### src/rtl/masp_pkg.sv
// Constants for the converter sequencer and block power control.
// Assumes a 50 MHz core clock and a 24-bit serial frame from the host.
`default_nettype none

package masp_pkg;

  // ---------------------------------------------------------------
  // Clock and timing
  // ---------------------------------------------------------------
  localparam int unsigned CLK_PERIOD_NS    = 20;
  localparam int unsigned CONV_TIME_NS     = 2000;
  localparam int unsigned CONV_CYCLES      = (CONV_TIME_NS + CLK_PERIOD_NS - 1) / CLK_PERIOD_NS;
  localparam int unsigned RDY_PULSE_NS     = 1000;
  localparam int unsigned RDY_PULSE_CYCLES = RDY_PULSE_NS / CLK_PERIOD_NS;
  localparam int unsigned SOFT_RST_NS      = 30000;
  localparam int unsigned SOFT_RST_CYCLES  = (SOFT_RST_NS + CLK_PERIOD_NS - 1) / CLK_PERIOD_NS;

  // ---------------------------------------------------------------
  // Serial frame layout
  // ---------------------------------------------------------------
  localparam int unsigned FRAME_BITS = 24;
  localparam int unsigned HDR_BITS   = 8;
  localparam int unsigned RW_POS     = 23;
  localparam int unsigned ADDR_MSB   = 22;
  localparam int unsigned ADDR_LSB   = 16;

  // ---------------------------------------------------------------
  // Register offsets
  // ---------------------------------------------------------------
  localparam logic [6:0] ADDR_CHAN_ENABLE   = 7'h37;
  localparam logic [6:0] ADDR_INPUT_RANGE   = 7'h38;
  localparam logic [6:0] ADDR_BLOCK_POWER   = 7'h3B;
  localparam logic [6:0] ADDR_KEYED_RESET   = 7'h3E;
  localparam logic [6:0] ADDR_DEV_IDENTITY  = 7'h40;
  localparam logic [6:0] ADDR_CONV_CONFIG   = 7'h4A;

  // ---------------------------------------------------------------
  // Field positions, masks and reset values
  // ---------------------------------------------------------------
  localparam int unsigned PWR_ADC_POS      = 14;
  localparam int unsigned PWR_REF_POS      = 13;
  localparam int unsigned PWR_OUT0_POS     = 12;
  localparam logic [15:0] PWR_MASK         = 16'h7E00;
  localparam logic [15:0] PWR_RESET        = 16'h0000;
  localparam logic [15:0] RESET_KEY        = 16'h6600;
  localparam logic [15:0] KEYED_RST_RESET  = 16'h0000;
  localparam logic [15:0] IDENTITY_VALUE   = 16'h0A5A;  // Arbitrary value
  localparam logic [15:0] EN_MASK          = 16'h6DE0;
  localparam logic [15:0] EN_RESET         = 16'h0000;
  localparam logic [31:0] EN_POS           = {4'h5, 4'h6, 4'h7, 4'h8, 4'hA, 4'hB, 4'hD, 4'hE};
  localparam int unsigned RANGE_CH0_POS    = 15;
  localparam logic [15:0] RANGE_MASK       = 16'hFF00;
  localparam logic [15:0] RANGE_RESET      = 16'hFF00;
  localparam int unsigned CFG_MODE_POS     = 13;
  localparam int unsigned CFG_READY_POS    = 7;
  localparam int unsigned CFG_TRIG_POS     = 2;
  localparam logic        CFG_MODE_RESET   = 1'b1;

  // ---------------------------------------------------------------
  // Sequencer states
  // ---------------------------------------------------------------
  typedef enum logic {
    MASP_IDLE,
    MASP_CONV
  } masp_state_t;

endpackage : masp_pkg

`default_nettype wire

### src/rtl/masp_core.sv
// Serial register slave, block power control and converter sequencer.
// Assumes the host drives a 24-bit mode-0 frame, far slower than the core clock.
//
// Summary of operation
// RULE1 - Power bit 14 powers the primary converter: 0 down, 1 active.
// RULE2 - Power bit 13 enables reference buffer, internal reference and drives reference pin.
// RULE3 - Power bits 12..9 power output converters 0..3; off means output high impedance.
// RULE4 - Writing 0x6600 to reset register 0x3E starts a full device reset.
// RULE5 - All serial transactions are ignored while the keyed reset runs.
// RULE6 - Host waits at least 30 us after keyed reset before next transaction.
// RULE7 - Identity register is fixed, read-only, and ignores writes.
// RULE8 - Eight inputs are multiplexed into one successive-approximation core.
// RULE9 - Range register holds one bit per channel: 0 reference, 1 twice reference.
// RULE10 - Writing 1 to the trigger bit triggers a conversion.
// RULE11 - New trigger aborts conversion and restarts from the first enabled channel.
// RULE12 - Config bit 13 selects continuous (1) or single-pass (0); resets to continuous.
// RULE13 - Single-pass converts each enabled channel once, then idles awaiting trigger.
// RULE14 - Continuous mode sweeps enabled channels in order, repeating forever.
// RULE15 - Trigger, mode change or channel register rewrite ends the current cycle.
// RULE16 - Host should not trigger in the same write that changes mode.
// RULE17 - Trigger plus mode change single to continuous stops and returns to idle.
// RULE18 - Host keeps serial clock quiet during conversion to reduce noise.
// RULE19 - Enabled channels are converted; disabled channels are skipped.
// RULE20 - Single-pass completion sets ready flag and drives data-available low.
// RULE21 - Trigger bit is a self-clearing strobe, one start per write, reads zero.
`default_nettype none

module masp_core (
  // Clock and reset
  input  wire logic       i_core_clk,
  input  wire logic       i_rst,
  // Serial link
  input  wire logic       i_sclk,
  input  wire logic       i_cs_n,
  input  wire logic       i_sdi,
  output var  logic       o_sdo,
  output var  logic       o_sdo_oe,
  // Power control
  output var  logic       o_adc_power,
  output var  logic       o_ref_buf_power,
  output var  logic       o_ref_internal_sel,
  output var  logic       o_ref_pin_oe,
  output var  logic [3:0] o_out_conv_power,
  output var  logic [3:0] o_out_conv_pin_oe,
  // Converter control
  output var  logic [2:0] o_mux_sel,
  output var  logic       o_range_2x,
  output var  logic       o_sample_start,
  output var  logic       o_converting,
  output var  logic       o_data_available_n,
  // Device reset
  output var  logic       o_soft_reset_busy
);

  // ---------------------------------------------------------------
  // Helpers
  // ---------------------------------------------------------------
  function automatic logic [7:0] chan_bits(input logic [15:0] en);
    logic [7:0] r;
    r = '0;
    for (int i = 0; i < 8; i++) begin
      r[i] = en[masp_pkg::EN_POS[4*i +: 4]];
    end
    return r;
  endfunction

  function automatic logic [3:0] next_chan(input logic [7:0] en, input logic [3:0] from);
    logic [3:0] r;
    r = 4'h8;
    for (int i = 7; i >= 0; i--) begin
      if (en[i] && (4'(i) >= from)) begin
        r = 4'(i);
      end
    end
    return r;
  endfunction

  // ---------------------------------------------------------------
  // Link input synchronisers
  // ---------------------------------------------------------------
  logic [2:0] sclk_sync_reg;
  logic [2:0] cs_sync_reg;
  logic [1:0] sdi_sync_reg;

  always_ff @(posedge i_core_clk) begin
    if (i_rst) begin
      sclk_sync_reg <= 3'h0;
      cs_sync_reg   <= 3'h7;
      sdi_sync_reg  <= 2'h0;
    end else begin
      sclk_sync_reg <= {sclk_sync_reg[1:0], i_sclk};
      cs_sync_reg   <= {cs_sync_reg[1:0], i_cs_n};
      sdi_sync_reg  <= {sdi_sync_reg[0], i_sdi};
    end
  end

  wire sclk_rise = sclk_sync_reg[1] & ~sclk_sync_reg[2];
  wire sclk_fall = ~sclk_sync_reg[1] & sclk_sync_reg[2];
  wire cs_fall   = ~cs_sync_reg[1] & cs_sync_reg[2];
  wire cs_rise   = cs_sync_reg[1] & ~cs_sync_reg[2];
  wire cs_act    = ~cs_sync_reg[1];

  // ---------------------------------------------------------------
  // Keyed soft reset
  // ---------------------------------------------------------------
  logic [10:0] srst_cnt_reg;
  logic        srst_fire_reg;
  logic        wr_stb;
  logic [6:0]  wr_addr;
  logic [15:0] wr_data;

  wire srst_busy = srst_cnt_reg != 11'h000;
  wire rst_all   = i_rst | srst_fire_reg;
  wire key_hit   = wr_stb && (wr_addr == masp_pkg::ADDR_KEYED_RESET) && (wr_data == masp_pkg::RESET_KEY);

  always_ff @(posedge i_core_clk) begin
    if (i_rst) begin
      srst_cnt_reg  <= 11'h000;
      srst_fire_reg <= 1'b0;
    end else begin
      srst_fire_reg <= key_hit;  // [RULE4]
      if (key_hit) begin
        srst_cnt_reg <= 11'(masp_pkg::SOFT_RST_CYCLES);
      end else if (srst_busy) begin
        srst_cnt_reg <= srst_cnt_reg - 11'h001;
      end
    end
  end

  // ---------------------------------------------------------------
  // Serial slave
  // ---------------------------------------------------------------
  logic [23:0] rx_reg;
  logic [4:0]  bit_cnt_reg;
  logic [15:0] tx_reg;
  logic        blocked_reg;
  logic        sdo_reg;
  logic        sdo_oe_reg;
  logic [15:0] rdata;

  wire [6:0] hdr_addr = {rx_reg[5:0], sdi_sync_reg[1]};

  always_ff @(posedge i_core_clk) begin
    if (rst_all) begin
      rx_reg      <= 24'h000000;
      bit_cnt_reg <= 5'h00;
      tx_reg      <= 16'h0000;
      blocked_reg <= 1'b0;
      sdo_reg     <= 1'b0;
      sdo_oe_reg  <= 1'b0;
    end else begin
      sdo_oe_reg <= cs_act;
      if (cs_fall) begin
        bit_cnt_reg <= 5'h00;
        blocked_reg <= srst_busy;  // [RULE5]
        sdo_reg     <= 1'b0;
      end else if (cs_act && !blocked_reg && !srst_busy) begin  // [RULE5]
        if (sclk_rise && bit_cnt_reg != 5'(masp_pkg::FRAME_BITS)) begin
          rx_reg      <= {rx_reg[22:0], sdi_sync_reg[1]};
          bit_cnt_reg <= bit_cnt_reg + 5'h01;
          if (bit_cnt_reg == 5'(masp_pkg::HDR_BITS - 1)) begin
            tx_reg <= rdata;
          end
        end else if (sclk_fall && bit_cnt_reg >= 5'(masp_pkg::HDR_BITS)) begin
          sdo_reg <= tx_reg[15];
          tx_reg  <= {tx_reg[14:0], 1'b0};
        end
      end
    end
  end

  assign wr_stb  = cs_rise && !blocked_reg && !srst_busy && !rx_reg[masp_pkg::RW_POS]
                   && (bit_cnt_reg == 5'(masp_pkg::FRAME_BITS));
  assign wr_addr = rx_reg[masp_pkg::ADDR_MSB:masp_pkg::ADDR_LSB];
  assign wr_data = rx_reg[15:0];

  // ---------------------------------------------------------------
  // Register file
  // ---------------------------------------------------------------
  logic [15:0] power_reg;
  logic [15:0] keyed_rst_reg;
  logic [15:0] enable_reg;
  logic [15:0] range_reg;
  logic        mode_reg;
  logic        ready_reg;

  wire wr_power  = wr_stb && (wr_addr == masp_pkg::ADDR_BLOCK_POWER);
  wire wr_keyed  = wr_stb && (wr_addr == masp_pkg::ADDR_KEYED_RESET);
  wire wr_enable = wr_stb && (wr_addr == masp_pkg::ADDR_CHAN_ENABLE);
  wire wr_range  = wr_stb && (wr_addr == masp_pkg::ADDR_INPUT_RANGE);
  wire wr_cfg    = wr_stb && (wr_addr == masp_pkg::ADDR_CONV_CONFIG);
  wire trig      = wr_cfg && wr_data[masp_pkg::CFG_TRIG_POS];  // [RULE10] [RULE21]
  wire new_mode  = wr_data[masp_pkg::CFG_MODE_POS];
  wire mode_chg  = wr_cfg && (new_mode != mode_reg);

  always_ff @(posedge i_core_clk) begin
    if (rst_all) begin
      power_reg     <= masp_pkg::PWR_RESET;
      keyed_rst_reg <= masp_pkg::KEYED_RST_RESET;
      enable_reg    <= masp_pkg::EN_RESET;
      range_reg     <= masp_pkg::RANGE_RESET;
      mode_reg      <= masp_pkg::CFG_MODE_RESET;  // [RULE12]
    end else begin
      if (wr_power) begin
        power_reg <= wr_data & masp_pkg::PWR_MASK;
      end
      if (wr_keyed) begin
        keyed_rst_reg <= wr_data;
      end
      if (wr_enable) begin
        enable_reg <= wr_data & masp_pkg::EN_MASK;
      end
      if (wr_range) begin
        range_reg <= wr_data & masp_pkg::RANGE_MASK;  // [RULE9]
      end
      if (wr_cfg) begin
        mode_reg <= new_mode;  // [RULE12]
      end
    end
  end

  // Identity is a constant; no write path reaches it [RULE7]
  always_comb begin
    rdata = 16'h0000;
    unique case (hdr_addr)
      masp_pkg::ADDR_BLOCK_POWER:  rdata = power_reg;
      masp_pkg::ADDR_KEYED_RESET:  rdata = keyed_rst_reg;
      masp_pkg::ADDR_DEV_IDENTITY: rdata = masp_pkg::IDENTITY_VALUE;  // [RULE7]
      masp_pkg::ADDR_CHAN_ENABLE:  rdata = enable_reg;
      masp_pkg::ADDR_INPUT_RANGE:  rdata = range_reg;
      masp_pkg::ADDR_CONV_CONFIG: begin
        rdata[masp_pkg::CFG_MODE_POS]  = mode_reg;
        rdata[masp_pkg::CFG_READY_POS] = ready_reg;
      end
      default:                     rdata = 16'h0000;
    endcase
  end

  // ---------------------------------------------------------------
  // Power outputs
  // ---------------------------------------------------------------
  always_ff @(posedge i_core_clk) begin
    if (rst_all) begin
      o_adc_power        <= 1'b0;
      o_ref_buf_power    <= 1'b0;
      o_ref_internal_sel <= 1'b0;
      o_ref_pin_oe       <= 1'b0;
      o_out_conv_power   <= 4'h0;
      o_out_conv_pin_oe  <= 4'h0;
    end else begin
      o_adc_power        <= power_reg[masp_pkg::PWR_ADC_POS];  // [RULE1]
      o_ref_buf_power    <= power_reg[masp_pkg::PWR_REF_POS];  // [RULE2]
      o_ref_internal_sel <= power_reg[masp_pkg::PWR_REF_POS];  // [RULE2]
      o_ref_pin_oe       <= power_reg[masp_pkg::PWR_REF_POS];  // [RULE2]
      for (int i = 0; i < 4; i++) begin
        o_out_conv_power[i]  <= power_reg[masp_pkg::PWR_OUT0_POS - i];  // [RULE3]
        o_out_conv_pin_oe[i] <= power_reg[masp_pkg::PWR_OUT0_POS - i];  // [RULE3]
      end
    end
  end

  // ---------------------------------------------------------------
  // Conversion sequencer
  // ---------------------------------------------------------------
  masp_pkg::masp_state_t state_reg;
  masp_pkg::masp_state_t state_next;
  logic [2:0] ch_reg;
  logic [2:0] ch_next;
  logic [6:0] conv_cnt_reg;
  logic [5:0] rdy_cnt_reg;
  logic       start_next;
  logic       pass_done;

  wire [7:0] en_ch     = chan_bits(enable_reg);  // [RULE19]
  wire [3:0] first_ch  = next_chan(en_ch, 4'h0);
  wire [3:0] after_ch  = next_chan(en_ch, {1'b0, ch_reg} + 4'h1);
  wire       conv_end  = (state_reg == masp_pkg::MASP_CONV)
                         && (conv_cnt_reg == 7'(masp_pkg::CONV_CYCLES - 1));
  wire       chan_wr   = wr_enable | wr_range;
  wire       to_auto   = mode_chg && new_mode;

  always_comb begin
    state_next = state_reg;
    ch_next    = ch_reg;
    start_next = 1'b0;
    pass_done  = 1'b0;
    if (trig && !to_auto && o_adc_power && !first_ch[3]) begin  // [RULE11]
      state_next = masp_pkg::MASP_CONV;
      ch_next    = first_ch[2:0];
      start_next = 1'b1;
    end else if (trig || mode_chg || chan_wr || !o_adc_power) begin  // [RULE15] [RULE17]
      state_next = masp_pkg::MASP_IDLE;
    end else if (conv_end) begin
      if (!after_ch[3]) begin  // [RULE19]
        ch_next    = after_ch[2:0];
        start_next = 1'b1;
      end else begin
        pass_done = 1'b1;
        if (mode_reg) begin  // [RULE14]
          ch_next    = first_ch[2:0];
          start_next = 1'b1;
        end else begin
          state_next = masp_pkg::MASP_IDLE;  // [RULE13]
        end
      end
    end
  end

  always_ff @(posedge i_core_clk) begin
    if (rst_all) begin
      state_reg    <= masp_pkg::MASP_IDLE;
      ch_reg       <= 3'h0;
      conv_cnt_reg <= 7'h00;
    end else begin
      state_reg    <= state_next;
      ch_reg       <= ch_next;
      conv_cnt_reg <= start_next ? 7'h00 : conv_cnt_reg + 7'h01;
    end
  end

  // Ready flag: a trigger wins over a pass ending in the same cycle
  always_ff @(posedge i_core_clk) begin
    if (rst_all) begin
      ready_reg   <= 1'b0;
      rdy_cnt_reg <= 6'h00;
    end else begin
      if (pass_done && !mode_reg) begin
        ready_reg <= 1'b1;  // [RULE20]
      end else if (trig) begin
        ready_reg <= 1'b0;
      end
      if (pass_done && mode_reg) begin
        rdy_cnt_reg <= 6'(masp_pkg::RDY_PULSE_CYCLES);
      end else if (rdy_cnt_reg != 6'h00) begin
        rdy_cnt_reg <= rdy_cnt_reg - 6'h01;
      end
    end
  end

  // ---------------------------------------------------------------
  // Converter outputs
  // ---------------------------------------------------------------
  always_ff @(posedge i_core_clk) begin
    if (rst_all) begin
      o_mux_sel          <= 3'h0;
      o_range_2x         <= 1'b0;
      o_sample_start     <= 1'b0;
      o_converting       <= 1'b0;
      o_data_available_n <= 1'b1;
    end else begin
      o_mux_sel          <= ch_next;  // [RULE8]
      o_range_2x         <= range_reg[masp_pkg::RANGE_CH0_POS - ch_next];  // [RULE9]
      o_sample_start     <= start_next;
      o_converting       <= state_next == masp_pkg::MASP_CONV;
      o_data_available_n <= !((pass_done && !mode_reg) || (ready_reg && !trig)
                              || (pass_done && mode_reg) || (rdy_cnt_reg > 6'h01));  // [RULE20]
    end
  end

  // ---------------------------------------------------------------
  // Link and reset status outputs
  // ---------------------------------------------------------------
  logic srst_busy_reg;

  assign o_sdo             = sdo_reg;
  assign o_sdo_oe          = sdo_oe_reg;
  assign o_soft_reset_busy = srst_busy_reg;

  always_ff @(posedge i_core_clk) begin
    if (i_rst) begin
      srst_busy_reg <= 1'b0;
    end else begin
      srst_busy_reg <= srst_busy || key_hit;
    end
  end

endmodule : masp_core

`default_nettype wire

### config.mk
export PLATFORM = sky130hd
export DESIGN_NAME = masp_core
export DESIGN_NICKNAME = d
export VERILOG_FILES = /design/src/rtl/masp_pkg.sv /design/src/rtl/masp_core.sv
export SDC_FILE = /design/constraint.sdc
export NUM_CORES = 1
export LEC_CHECK = 0
export ABC_AREA = 1
export BUFFER_PORTS_ARGS = -buffer_cell sky130_fd_sc_hd__buf_4
export CAP_MARGIN = 20
export CORE_MARGIN = 2
export CORE_UTILIZATION = 30
export CTS_BUF_LIST = sky130_fd_sc_hd__clkbuf_16
export CTS_CLUSTER_DIAMETER = 100
export CTS_CLUSTER_SIZE = 12
export DETAILED_ROUTE_END_ITERATION = 10
export PLACE_DENSITY = 0.49
export REMOVE_ABC_BUFFERS = 1
export SYNTH_ARGS = -nofsm -noshare
export SYNTH_HDL_FRONTEND = slang
export SYNTH_SLANG_ARGS = --single-unit
### constraint.sdc
create_clock -name i_core_clk -period 2.7 [get_ports i_core_clk]
set_input_delay 0.405 -clock i_core_clk [delete_from_list [all_inputs] [get_ports i_core_clk]]
set_output_delay 0.405 -clock i_core_clk [all_outputs]
set_load 0.005 [all_outputs]
==> results.toml <==
[timing]
clock_skew_ps = 10.8
report.final.slew_viol_count = 0
period_minus_slack_ps = 2330
layout_setup_ws_ps = 367
finalHoldViolCount = 0
worst_pin_slew_ps = 654
rsz0062_at_grt = "no"
fmax_mhz = 429
finalCritPeriodShare = 0.864
slew_headroom = 0.560
setup_viol_count_final = 0

[power_and_ir_drop]
p_int_w = 0.00386
p_leak_nw = 2.97
p_switching_w = 0.00161
pwr-share-comb = 0.175
p_clk_frac = 0.417
peakVddDrop_mv = 0.385
p_sw_frac = 0.295
p_per_area_mw_per_mm2 = 738
p_total_w = 0.00547
p_seq_frac = 0.408

[logic_synthesis]
yosys-top-cells-area = "dfxtp_1 (42%), nand2_1 (8.8%), nor2_1 (6.3%), inv_1 (5.8%), o21ai_0 (4.9%)"
synth_edf_count = 0
synthCells = 860
ys_seq_area_frac = 0.425
synth_top_area_cell = "dfxtp_1"
syn_area_mm2 = 0.00636
yosys_most_used_dff = "dfxtp_1"
syn_avg_cell_area_um2 = 7.40
ys_ff_latch = 135
synth_common_cells = "nand2_1 (149), dfxtp_1 (135), nor2_1 (107)"
ys_warn_count = 0
yosys.area_share.simple = 0.278
synth_xor_area_frac = 0.0151
synth_cell_types = 43
yosys.area.top_type_share = 0.425
synth_top_family_by_area = "simple AND/OR/NAND/NOR gates"
synth.most_common_cell = "nand2_1"
synth-adder-area-share = 0.0236
synth_compound_area_frac = 0.168
async_flop_share = 0
synth_mux_area_frac = 0

[clocking]
ctsHoldBuffers = 0
cts_made_buffers = 17
cts_setup_buffers = 0
htree_levels = 4
cts_tree = "yes"
clk_root_buffer_cell = "clkbuf_16"
insertion_delay_ps = 420
clkSlewWorstSetupHoldPaths_ps = 60
cts_max_path_buffers = 2
cts_resized = 0
cts_sinks = 135

[finish]
fin_nets = 900
finish.utilization = 0.355
antennaDiodeCount = 0
synthToLayoutAreaGrowth_pct = 16.5
final_cell_area_mm2 = 0.00741
largest_reg_flops = 24
drive_above_1_share = 0.132
fin_cells = 1171

[placed_design]
placedCellCount = 1139
place_ws_ps = 364
io_buffer_count = 26
dpl_cell_area_mm2 = 0.00683
finalWeightedCongestion = 0.870
hpwl_mm = 11.8

[worst_setup_path]
timing.rr.start = "srst_cnt_reg[0]"
r2r_cells = 15
critPathTopFamily = "simple AND/OR/NAND/NOR gates"
r2r_end = "o_range_2x"
crit_path_start = "srst_cnt_reg[0]"
rrSetupSlack_ps = 370
crit_fanout = 7
worstPathCellList = "inv_1 > ha_1 > nand3_2 > nor2_4 > nand2_2 > nor2_2 > nand2_1 > nor2_2 > inv_1 > nand3_1 > nand2_1 > inv_1 > nand3_1 > nand3_1 > nand2_1"
slowest_stage = "dfxtp_1"
cpPeakStageDelay_ps = 320
arrival_ps = 2640
start_kind = "register"
required_ps = 3010
worstSetupEndpointType = "register"
path_buf_inv = 3
critPathKind = "register to register"

[status]
status = "completed"

[detailed_routing]
drc = 0
ant_nets = 0
drt-total-wl_mm = 16.2
drt-initial-drc-count = 346
routed_via_density = 4.69
wl_per_cell_um = 13.8
first_pass_iters = 5
vias = 5496

[global_route]
grt_max_degree = 49
grtUsageTotal = 0.154
grt_pass1_vias = 5233
gr-total-overflow = 0
grt_pass1_wl_mm = 27.2
grt_antenna_before_repair = 0

[min_path]
hold_path_class = "input port to register"
hold_path_end = "cs_sync_reg[0]"
min_path_cells = 2
hold_start = "i_cs_n"

[floorplan]
core_region_area_mm2 = 0.0209
fp.dieH_um = 150
start_util = 0.305
io_pins = 27
num_rows = 53
dieArea_mm2 = 0.0224
chipWidth_um = 150

[flow_run]
max_cap_violations = 0
-- metal layers --
metal  part of all wire  up-vias  global-route usage
met5                  0        -                   0
li1                   -     2900                   -
met2               0.44       82               0.238
met4             0.0080        0              0.0400
met1               0.51     2503               0.218
met3              0.035       11              0.0323
-- worst reg2reg max path, delay by kind of cell, from the launching register on --
family / cells / cell delay [ps]
fa+ha+maj: 1 / 230
flops: 1 / 320
buf+inv: 3 / 330
simple gates: 11 / 1350
-- worst max path at each step --
stage	to	slack [ps]	cells past startpoint
after floorplan	bit_cnt_reg[3]	-260	6
after global placement	o_range_2x	410	15
after detailed placement	o_range_2x	360	15
after CTS	o_range_2x	350	15
after global routing	o_range_2x	90	17
final	o_range_2x	370	15
-- cells in the final DEF, fill, tap and decap left out, drive strengths merged --
cell	count
nand2	157
dfxtp	135
nor2	118
inv	109
o21ai	65
a21oi	55
nand3	45
buf	39
a211oi	29
nor3	23
clkbuf	17
nand4	13
o211ai	13
ha	12
a31oi	11
nor4	8
clkinv	8
or2	6
xor2	6
xnor2	5
clkinvlp	5
o31ai	3
nor3b	3
nand3b	2
a22oi	2
o22ai	2
bufinv	2
o21a	1
a22o	1
o221ai	1
-- area by class of cell --
class                   count  area [µm²]
repair buffers             39         293
flip-flops and latches    135        2700
clock inverters            15         155
clock buffers              17         425
inverters                 109         409
fillers                  2244       13500
multi-input cells         581        3080
well taps                 275         344
-- logic make-up (layout without fill, tap and decap cells) --
group	after synthesis	after routing
xor+xnor	11	11
buf+inv	144	180
flops	135	135
simple gates	375	375
fa+ha+maj	12	12
compound gates	183	183
-- power by group through the flow --
stage          sequential [W]  combinational [W]  clock, W
4_1_cts               0.00223           0.000968   0.00233
2_1_floorplan         0.00225           0.000756         0
5_1_grt               0.00225            0.00110   0.00242
6_report              0.00223           0.000958   0.00228
3_3_place_gp          0.00227           0.000967         0
3_5_place_dp          0.00227           0.000960         0
-- stage by stage --
step	setup TNS (ps)	hold WS, ps
finish	0	169
global route	0	160
CTS	0	156
detailed placement	0	404
global placement	0	401
floorplan	-1820	388
Power figures use the tool's default switching activity.
